$ cat config.mk
export PLATFORM = sky130hd
export DESIGN_NAME = rsfl_status_flags
export DESIGN_NICKNAME = d
export VERILOG_FILES = /design/src/rsfl_pkg.sv /design/src/rsfl_status_flags.sv /design/src/rsfl_flag_cell.sv
export SDC_FILE = /design/constraint.sdc
export NUM_CORES = 1
export LEC_CHECK = 0
export ABC_CLOCK_PERIOD_IN_PS = 1400
export BUFFER_PORTS_ARGS = -buffer_cell sky130_fd_sc_hd__buf_2
export CAP_MARGIN = 15
export CORE_MARGIN = 2
export CORE_UTILIZATION = 35
export DETAILED_ROUTE_END_ITERATION = 10
export GPL_TIMING_DRIVEN = 0
export SYNTH_ARGS = -nofsm -noshare
export SYNTH_HDL_FRONTEND = slang
export SYNTH_HIERARCHICAL = 1
export SYNTH_SLANG_ARGS = --single-unit
$ cat constraint.sdc
create_clock -name i_clk -period 1.4 [get_ports i_clk]
set_clock_uncertainty 0.05 [all_clocks]
set_input_delay 0.21 -clock i_clk [delete_from_list [all_inputs] [get_ports i_clk]]
set_output_delay 0.21 -clock i_clk [all_outputs]
set_load 0.02 [all_outputs]
$ cat src/rsfl_pkg.sv
// Package for the real-time clock event status flag logic
package rsfl_pkg;

    // Register offsets on the serial register bus
    localparam logic [7:0] RSFL_STATUS_ADDR = 8'h00;
    localparam logic [7:0] RSFL_IRQ_EN_ADDR = 8'h01;

    // Bit positions, shared by status and enable registers
    localparam int RSFL_SUPPLY_BIT = 7;
    localparam int RSFL_OSC_BIT = 6;
    localparam int RSFL_POWER_FAIL_FLAG_BIT = 5;
    localparam int RSFL_TEMP_BIT = 3;
    localparam int RSFL_TIMER_BIT = 2;
    localparam int RSFL_ALARM2_BIT = 1;
    localparam int RSFL_ALARM1_BIT = 0;
    localparam int RSFL_NUM_LATCHED = 5;

    // Values after reset, and the mask of writable enable bits
    localparam logic [7:0] RSFL_IRQ_EN_RESET = 8'h00;
    localparam logic RSFL_OSC_RESET = 1'b1;
    localparam logic [7:0] RSFL_IRQ_EN_MASK = 8'h6f;

    // Event pulses and levels coming from the timekeeping engines
    typedef struct packed {
        logic on_backup;
        logic osc_stopped;
        logic power_fail;
        logic temp_done;
        logic timer_zero;
        logic alarm2_match;
        logic alarm1_match;
    } rsfl_event_type;

    // Register access strobes from the serial bus engine
    typedef struct packed {
        logic [7:0] addr;
        logic rd;
        logic wr;
        logic [7:0] wdata;
    } rsfl_bus_type;

endpackage : rsfl_pkg

$ cat src/rsfl_status_flags.sv
// Event status and interrupt enable registers of the real-time clock
//
// Summary of operation
// - Bit 7 reads 0 on main supply, 1 on backup supply.
// - Bit 6 is one while oscillator stopped, zero when running or disabled.
// - The oscillator-stop flag never drives the interrupt output.
// - Bit 5 latches power fail; interrupts when its enable is one.
// - Power-fail flag stays latched until the host reads status.
// - Bit 3 latches one-shot temperature done; interrupts when enabled.
// - Bit 2 latches timer reaching zero; interrupts when enabled.
// - Bit 1 latches alarm-2 match; interrupts when enabled.
// - Enable bit 6 set forces the oscillator-stop flag to zero.
`timescale 1ns/1ns
module rsfl_status_flags (
    // Clock and reset
    input wire logic i_clk,
    input wire logic i_rst_n,
    // Register access from the serial bus engine
    input wire rsfl_pkg::rsfl_bus_type i_bus,
    output logic [7:0] o_rdata,
    // Events from the timekeeping engines, asynchronous levels
    input wire rsfl_pkg::rsfl_event_type i_evt,
    // Active-low interrupt pin
    output logic o_int_n
);
    import rsfl_pkg::*;

    ////////////////////////////////////////////////////////////////////////////
    // Synchronise event inputs

    rsfl_event_type evt_s1_r;
    rsfl_event_type evt_s2_r;
    rsfl_event_type evt_d_r;

    // Synchroniser value in reset: oscillator seen as stopped, all else idle
    localparam rsfl_event_type EVT_RESET = '{osc_stopped: RSFL_OSC_RESET, default: 1'b0};

    // Two-stage synchroniser, then a delay for edge detection
    // The oscillator bit resets to stopped, as the flag does, so the flag
    // does not drop for two cycles while a stopped level walks through
    always_ff @(posedge i_clk or negedge i_rst_n) begin
        if (!i_rst_n) begin
            evt_s1_r <= EVT_RESET;
            evt_s2_r <= EVT_RESET;
            evt_d_r <= '0;
        end else begin
            evt_s1_r <= i_evt;
            evt_s2_r <= evt_s1_r;
            evt_d_r <= evt_s2_r;
        end
    end

    ////////////////////////////////////////////////////////////////////////////
    // Register decode

    logic [7:0] irq_en_r;
    logic [7:0] irq_en_nxt;
    logic [7:0] rdata_r;
    logic [7:0] rdata_nxt;
    logic osc_flag_r;
    logic osc_flag_nxt;
    logic [7:0] status;
    logic [RSFL_NUM_LATCHED-1:0] set_vec;
    logic [RSFL_NUM_LATCHED-1:0] flag_vec;
    logic [RSFL_NUM_LATCHED-1:0] en_vec;
    logic status_rd;
    logic en_wr;
    logic en_rd;
    logic osc_disable;

    // Address decode of the two registers
    assign status_rd = i_bus.rd & (i_bus.addr == RSFL_STATUS_ADDR);
    assign en_rd = i_bus.rd & (i_bus.addr == RSFL_IRQ_EN_ADDR);
    assign en_wr = i_bus.wr & (i_bus.addr == RSFL_IRQ_EN_ADDR);
    assign irq_en_nxt = en_wr ? (i_bus.wdata & RSFL_IRQ_EN_MASK) : irq_en_r;
    assign osc_disable = irq_en_r[RSFL_OSC_BIT];

    ////////////////////////////////////////////////////////////////////////////
    // Latched flags

    // Still-high level sources also set again after a read
    assign set_vec = {evt_s2_r.power_fail,
                      evt_s2_r.temp_done & ~evt_d_r.temp_done,
                      evt_s2_r.timer_zero & ~evt_d_r.timer_zero,
                      evt_s2_r.alarm2_match & ~evt_d_r.alarm2_match,
                      evt_s2_r.alarm1_match & ~evt_d_r.alarm1_match};
    assign en_vec = {irq_en_r[RSFL_POWER_FAIL_FLAG_BIT], irq_en_r[RSFL_TEMP_BIT], irq_en_r[RSFL_TIMER_BIT],
                     irq_en_r[RSFL_ALARM2_BIT], irq_en_r[RSFL_ALARM1_BIT]};

    // One latched cell per event flag
    genvar g;
    generate
        for (g = 0; g < RSFL_NUM_LATCHED; g++) begin : g_flag
            rsfl_flag_cell u_cell (
                .i_clk(i_clk),
                .i_rst_n(i_rst_n),
                .i_set(set_vec[g]),
                .i_clear(status_rd),
                .o_flag(flag_vec[g])
            );
        end
    endgenerate

    // Oscillator flag follows oscillator state unless disabled
    assign osc_flag_nxt = evt_s2_r.osc_stopped & ~osc_disable;

    // Status image
    assign status = {evt_s2_r.on_backup, osc_flag_r, flag_vec[4], 1'b0, flag_vec[3:0]};
    assign rdata_nxt = status_rd ? status : (en_rd ? irq_en_r : rdata_r);

    ////////////////////////////////////////////////////////////////////////////
    // Registers and outputs

    // Enable register, oscillator flag and read data
    always_ff @(posedge i_clk or negedge i_rst_n) begin
        if (!i_rst_n) begin
            irq_en_r <= RSFL_IRQ_EN_RESET;
            osc_flag_r <= RSFL_OSC_RESET;
            rdata_r <= 8'h00;
        end else begin
            irq_en_r <= irq_en_nxt;
            osc_flag_r <= osc_flag_nxt;
            rdata_r <= rdata_nxt;
        end
    end

    // Oscillator flag is left out of the interrupt on purpose
    assign o_int_n = ~|(flag_vec & en_vec);
    assign o_rdata = rdata_r;

    ////////////////////////////////////////////////////////////////////////////
    // Checks

    // Nothing latched keeps the pin high, whatever the oscillator flag says
    osc_no_irq_a: assert property (@(posedge i_clk) disable iff (!i_rst_n)
        (osc_flag_r && ~|flag_vec) |-> o_int_n)
        else $error("interrupt asserted by oscillator flag");
    osc_disable_a: assert property (@(posedge i_clk) disable iff (!i_rst_n)
        osc_disable |=> !osc_flag_r)
        else $error("oscillator flag set while disabled");
    osc_follow_a: assert property (@(posedge i_clk) disable iff (!i_rst_n)
        (evt_s2_r.osc_stopped && !osc_disable) |=> osc_flag_r)
        else $error("oscillator flag missed a stop");
    supply_bit_a: assert property (@(posedge i_clk) disable iff (!i_rst_n)
        status_rd |=> o_rdata[RSFL_SUPPLY_BIT] == $past(evt_s2_r.on_backup))
        else $error("supply bit wrong");
    power_fail_flag_irq_a: assert property (@(posedge i_clk) disable iff (!i_rst_n)
        (evt_s2_r.power_fail && irq_en_r[RSFL_POWER_FAIL_FLAG_BIT] && !en_wr) |=> !o_int_n)
        else $error("power fail interrupt missing");
    power_fail_flag_hold_a: assert property (@(posedge i_clk) disable iff (!i_rst_n)
        (flag_vec[4] && !status_rd) |=> flag_vec[4])
        else $error("power fail flag lost without read");
    read_clear_a: assert property (@(posedge i_clk) disable iff (!i_rst_n)
        (status_rd && set_vec == '0) |=> flag_vec == '0)
        else $error("status read did not clear flags");
    timer_set_a: assert property (@(posedge i_clk) disable iff (!i_rst_n)
        set_vec[2] |=> flag_vec[2])
        else $error("timer flag not set");
    alarm2_set_a: assert property (@(posedge i_clk) disable iff (!i_rst_n)
        set_vec[1] |=> flag_vec[1])
        else $error("alarm2 flag not set");
    alarm1_set_a: assert property (@(posedge i_clk) disable iff (!i_rst_n)
        set_vec[0] |=> flag_vec[0])
        else $error("alarm1 flag not set");
    temp_set_a: assert property (@(posedge i_clk) disable iff (!i_rst_n)
        set_vec[3] |=> flag_vec[3])
        else $error("temperature flag not set");
    power_fail_flag_set_a: assert property (@(posedge i_clk) disable iff (!i_rst_n)
        set_vec[4] |=> flag_vec[4])
        else $error("power fail flag not set");

    // Each flag lands on its own status bit when read
    power_fail_flag_bit_a: assert property (@(posedge i_clk) disable iff (!i_rst_n)
        status_rd |=> o_rdata[RSFL_POWER_FAIL_FLAG_BIT] == $past(flag_vec[4]))
        else $error("power fail flag read on wrong bit");
    temp_bit_a: assert property (@(posedge i_clk) disable iff (!i_rst_n)
        status_rd |=> o_rdata[RSFL_TEMP_BIT] == $past(flag_vec[3]))
        else $error("temperature flag read on wrong bit");
    timer_bit_a: assert property (@(posedge i_clk) disable iff (!i_rst_n)
        status_rd |=> o_rdata[RSFL_TIMER_BIT] == $past(flag_vec[2]))
        else $error("timer flag read on wrong bit");
    alarm2_bit_a: assert property (@(posedge i_clk) disable iff (!i_rst_n)
        status_rd |=> o_rdata[RSFL_ALARM2_BIT] == $past(flag_vec[1]))
        else $error("alarm2 flag read on wrong bit");
    alarm1_bit_a: assert property (@(posedge i_clk) disable iff (!i_rst_n)
        status_rd |=> o_rdata[RSFL_ALARM1_BIT] == $past(flag_vec[0]))
        else $error("alarm1 flag read on wrong bit");
    osc_bit_a: assert property (@(posedge i_clk) disable iff (!i_rst_n)
        status_rd |=> o_rdata[RSFL_OSC_BIT] == $past(osc_flag_r))
        else $error("oscillator flag read on wrong bit");
    spare_bit_a: assert property (@(posedge i_clk) disable iff (!i_rst_n)
        status_rd |=> !o_rdata[4])
        else $error("unused status bit reads one");

    // Enable register keeps only the documented bits and reads them back
    en_write_a: assert property (@(posedge i_clk) disable iff (!i_rst_n)
        en_wr |=> irq_en_r == ($past(i_bus.wdata) & RSFL_IRQ_EN_MASK))
        else $error("enable write not kept");
    en_read_a: assert property (@(posedge i_clk) disable iff (!i_rst_n)
        en_rd |=> o_rdata == $past(irq_en_r))
        else $error("enable read data wrong");
    en_spare_a: assert property (@(posedge i_clk) disable iff (!i_rst_n)
        !irq_en_r[7] && !irq_en_r[4])
        else $error("unused enable bit set");
    rdata_hold_a: assert property (@(posedge i_clk) disable iff (!i_rst_n)
        !(status_rd || en_rd) |=> $stable(o_rdata))
        else $error("read data changed without a read");

    // Interrupt pin goes low for each enabled latched temperature, timer and alarm flag
    temp_irq_a: assert property (@(posedge i_clk) disable iff (!i_rst_n)
        (flag_vec[3] && en_vec[3]) |-> !o_int_n)
        else $error("temperature interrupt missing");
    timer_irq_a: assert property (@(posedge i_clk) disable iff (!i_rst_n)
        (flag_vec[2] && en_vec[2]) |-> !o_int_n)
        else $error("timer interrupt missing");
    alarm2_irq_a: assert property (@(posedge i_clk) disable iff (!i_rst_n)
        (flag_vec[1] && en_vec[1]) |-> !o_int_n)
        else $error("alarm2 interrupt missing");
    alarm1_irq_a: assert property (@(posedge i_clk) disable iff (!i_rst_n)
        (flag_vec[0] && en_vec[0]) |-> !o_int_n)
        else $error("alarm1 interrupt missing");

endmodule : rsfl_status_flags

$ cat src/rsfl_flag_cell.sv
// One latched event flag cleared by a status read
`timescale 1ns/1ns
module rsfl_flag_cell (
    // Clock and reset
    input wire logic i_clk,
    input wire logic i_rst_n,
    // Event and clear
    input wire logic i_set,
    input wire logic i_clear,
    // Flag
    output logic o_flag
);

    logic flag_r;
    logic flag_nxt;

    // Set wins over a clear in the same cycle
    assign flag_nxt = i_set | (flag_r & ~i_clear);
    assign o_flag = flag_r;

    // Flag storage
    always_ff @(posedge i_clk or negedge i_rst_n) begin
        if (!i_rst_n) begin
            flag_r <= 1'b0;
        end else begin
            flag_r <= flag_nxt;
        end
    end

endmodule : rsfl_flag_cell

==> After elaboration in Yosys (flattened, before gate mapping) <==
Cells that the tools add are included.
{ "totals": {"ff_bits": 38, "output_inout_bits": 9, "elab_cells": 58} }
{ "op_classes": {"n_eq_ne": 1, "mux": 2, "bitwise": 25, "reduce_logical": 4} }
{ "op_table": {"columns": ["operator", "count"], "rows": [
  ["8-bit two-way mux", 2],
  ["1-bit bitwise AND", 13],
  ["8-bit by 1-bit equality test with 1-bit output, second input constant", 1],
  ["8-bit logical NOT", 1],
  ["1-bit inverter", 6],
  ["5-bit bitwise AND", 1],
  ["1-bit bitwise OR", 5],
  ["5-bit OR reduction", 1],
  ["2-bit nonzero test", 1],
  ["1-bit logical NOT", 1]
]} }

==> Longest topological paths before layout <==
{ "depth": {"word_depth": 5, "ltp_mapped": 5} }

==> Modules after synthesis <==
The synthesis kept the hierarchy.
{ "modules_own_cells": {"columns": ["mod", "n_inst", "cells_per_inst", "area_each_um2", "seq_area_each_um2"], "rows": [
  ["rsfl_status_flags", 1, 69, 1168.6, 804.5],
  ["rsfl_flag_cell", 5, 3, 36.3, 25.0]
]} }

==> Least setup slack after synthesis <==
Ideal clock, no wire load.
{ "synth_timing": {"path_kind": "register to output", "startpoint": "reg irq_en_r[5]", "endpoint": "out o_int_n", "t_arrival_ns": 1.299, "required_ns": 1.140, "setup_slack_ns": -0.159, "path_stages_with_launch": 4, "path_buffers": 0, "path_cell_list": "dfrtp_1 -> a222oi_1 -> inv_1 -> a221oi_1"} }
{ "synth_via": {"elab_chain_len": 3} }
{ "synth_lines": {"columns": ["element", "line", "text"], "rows": [
  ["start, declared", "rsfl_status_flags.sv:56", "logic [7:0] irq_en_r;"],
  ["start signal, assigned", "rsfl_status_flags.sv:121", "irq_en_r <= irq_en_nxt;"],
  ["5-bit bitwise AND", "rsfl_status_flags.sv:128", "assign o_int_n = ~|(flag_vec & en_vec);"],
  ["5-bit OR reduction", "rsfl_status_flags.sv:128", null],
  ["1-bit logical NOT", "rsfl_status_flags.sv:128", null],
  ["end, declared", "rsfl_status_flags.sv:24", "output logic o_int_n"]
]} }
No other way between the ends.

==> Worst setup path after layout <==
{ "layout_timing": {"startpoint": "reg g_flag[4].u_cell.flag_r", "endpoint": "out o_int_n"} }
{ "layout_via": {"elab_chain_len": 3} }
{ "layout_lines": {"columns": ["element", "line", "text"], "rows": [
  ["start, declared", "rsfl_flag_cell.sv:14", "logic flag_r;"],
  ["start signal, assigned", "rsfl_flag_cell.sv:26", "flag_r <= flag_nxt;"],
  ["5-bit bitwise AND", "rsfl_status_flags.sv:128", null],
  ["5-bit OR reduction", "rsfl_status_flags.sv:128", null],
  ["1-bit logical NOT", "rsfl_status_flags.sv:128", null]
]} }
No other way between the ends.

==> flow_summary.toml <==
[die]
dieArea_sq_mm = 0.00437
die_x_microns = 66.1
rows = 22
die_h_microns = 66.1
io_pins = 36
core_sq_mm = 0.00369
initial_core_util = 0.366

[synthesis]
syn_nets = 111
yosys_warnings = 6
syn_inst = 84
avgSynthCellArea_sq_um = 16.1
synth_seq_cells = 37
yosysSeqAreaShare = 0.689
syn_area_sq_mm = 0.00135
ys_types = 18

[cells_and_area]
multi_input_area_sq_um = 383
n_antenna_cell = 0
area_growth_pct = 30.5
num-fill-cells = 335
fin_nets = 159
layout-drive-gt1-share = 0.511
layout.cells.non_filler = 181
design_area_sq_mm = 0.00176
final-seq-area_sq_um = 930

[placed_design]
place_area_sq_mm = 0.00157
port_buffers = 31
gp_congestion = 0.669
placed_cells = 163
dp_hpwl_mm = 1.42

[global_route]
grt_max_degree = 38
first_global_vias = 905
grt_usage = 0.129
overflow = 0
grt_pass1_wl_mm = 4.00
antenna_found_initial = 0

[timing]
worstMarginPinSlew_ns = 0.792
min_period_over_period = 1.25
setup_viol = 1
timing.fmax_mhz = 573
finalCriticalPeriod_ns = 1.75
rsz0062_at_grt = "yes"
slew_headroom = 0.472
fin_ws_ns = -0.346
drv_slew = 0
hold_viol = 0

[power_and_ir_drop]
ir_worst_vdd_mv = 0.645
p_per_area_mw_per_mm2 = 1180
leakagePower_nw = 0.833

[outcome]
violations = "setup timing"
outcome = "finished, violations left"

[detailed_routing]
first_pass_iters = 4
wl_met3_microns = 187
vias_per_cell = 4.50
wire_per_inst_microns = 12.1
drc = 0
wl_met2_mm = 1.03
ant_nets = 0
drt-initial-drc-count = 30
via_count = 814
wl_met1_microns = 940
highest_layer = "met4"
drt-total-wl_mm = 2.19

[critical_path]
critPathArrivalTime_ns = 1.49
r2r-start = "irq_en_r[5]$_DFFE_PN0P_"
worst_setup_path_end_kind = "primary output"
crit_chain = "a222oi_1 -> inv_1 -> a221oi_2 -> buf_4"
crit_type = "reg -> out"
cp_top_family = "compound AO/OA/AOI/OAI gates"
slowest_delay_ns = 0.38
cp-start-kind = "flip-flop"
worstPathMaxFanout = 2
critical_path_buf_inv_count = 2
critPathLaunch = "g_flag[4].u_cell/o_flag$_DFF_PN0_"
required_ns = 1.14
cp_slowest_cell = "dfrtp_1"

[clock_network]
cts_root_buf = "clkbuf_8"
cts_buffers = 5
htree_levels = 2
clk_pin_slew_ns = 0.07
cts.sinks = 37
cts_buffer_depth = 2
tritoncts = "built"
insertion_delay_ns = 0.28

[worst_hold_path]
hold_path.class = "in -> reg"
hold_start = "i_bus[2]"

[job]
maxCapViolations = 0
## area by class of cell
type | count | share of cell area
repair buffers | 41 | 0.143
multi-input cells | 38 | 0.217
clock buffers | 8 | 0.0511
flip-flops and latches | 37 | 0.528
inverters | 6 | 0.0128
well taps | 48 | 0.0341
plain buffers | 3 | 0.0135
## state kept, by name, summed over array words and instances (netlist names)
register	flops
evt_d_r	4
g_flag.u_cell/o_flag	5
evt_s1_r	7
evt_s2_r	7
osc_flag_r	1
irq_en_r	6
o_rdata	7
## placed cells by master (no fill, tap or decap), types with 2 or more instances in the layout
master	n
a21o_1	5
buf_2	31
buf_4	4
clkbuf_1	2
clkbuf_8	6
dfrtp_1	34
dfstp_2	3
dlygate4sd3_1	8
inv_1	6
mux2_2	13
mux2_4	6
nor2b_1	6
## logic make-up after synthesis
logic type             synth area share
other                           0.00278
AO/OA/AOI/OAI                    0.0417
flip-flops                        0.689
multiplexers                      0.175
buffers and inverters            0.0343
AND/OR/NAND/NOR                  0.0575
## worst reg2reg max path, cell delays in order, from the launching register on
cell     delay, ns
dfrtp_1       0.39
buf_4         0.14
mux2_2        0.25
mux2_2        0.25
## repair_timing
item / CTS / global route
setup endpoints to repair: 1 / 6
buffers inserted: 2 / 0
resized for setup: 1 / 1
hold buffers: 8 / 0
hold endpoints to repair: 41 / 0
pin swaps: 1 / 0
## worst paths after layout
kind / end / slack, ns / cells past startpoint
max in group asynchronous: o_rdata[7]$_DFFE_PN0P_ / 0.30 / 2
setup reg to reg: o_rdata[5]$_DFFE_PN0P_ / 0.21 / 3
min in group asynchronous: g_flag[4].u_cell/o_flag$_DFF_PN0_ / 0.51 / 2
hold reg to reg: evt_s2_r[6]$_DFF_PN0_ / 0.30 / 0
hold / removal: irq_en_r[2]$_DFFE_PN0P_ / 0.11 / 2
setup / recovery: o_int_n / -0.35 / 4
## synth_stat cells (all sizes together)
cell type / n / area share
inv: 6 / 0.017
mux2: 19 / 0.18
nand3: 1 / 0.0074
dfrtp: 34 / 0.63
conb: 1 / 0.0028
nor3: 1 / 0.0037
nor2b: 6 / 0.028
a221oi: 1 / 0.0065
a222oi: 1 / 0.0074
and4: 1 / 0.0065
nor4: 1 / 0.0093
a21o: 5 / 0.028
buf: 3 / 0.018
dfstp: 3 / 0.058
nor2: 1 / 0.0028
## power by group
part / internal [mW] / switching, mW / total, mW / leakage, nW
combinational: 0.104 / 0.0896 / 0.194 / 0.347
sequential: 1.12 / 0.0206 / 1.14 / 0.440
clock: 0.401 / 0.344 / 0.745 / 0.0455
total: 1.63 / 0.454 / 2.08 / 0.833
## stage by stage
stage / setup slack, ns / util / power [mW] / hold slack (ns) / TNS [ns]
after detailed placement: -0.284 / 0.426 / 1.34 / 0.267 / -2.55
final: -0.346 / 0.478 / 2.08 / 0.108 / -0.346
after CTS: -0.378 / 0.477 / 2.12 / 0.0964 / -0.378
after floorplan: 0.0300 / - / 1.25 / -0.136 / 0
after global routing: -0.470 / 0.478 / 2.21 / 0.0869 / -0.470
after global placement: -0.244 / 0.426 / 1.33 / 0.265 / -2.13
## metal layers
layer | GRT usage | vias to the layer above
met1 | 0.138 | 405
met2 | 0.206 | 28
met3 | 0.0698 | 5
met5 | 0 | -
li1 | - | 376
met4 | 0.0612 | 0
No activity file was read; power rests on OpenSTA's default activity.
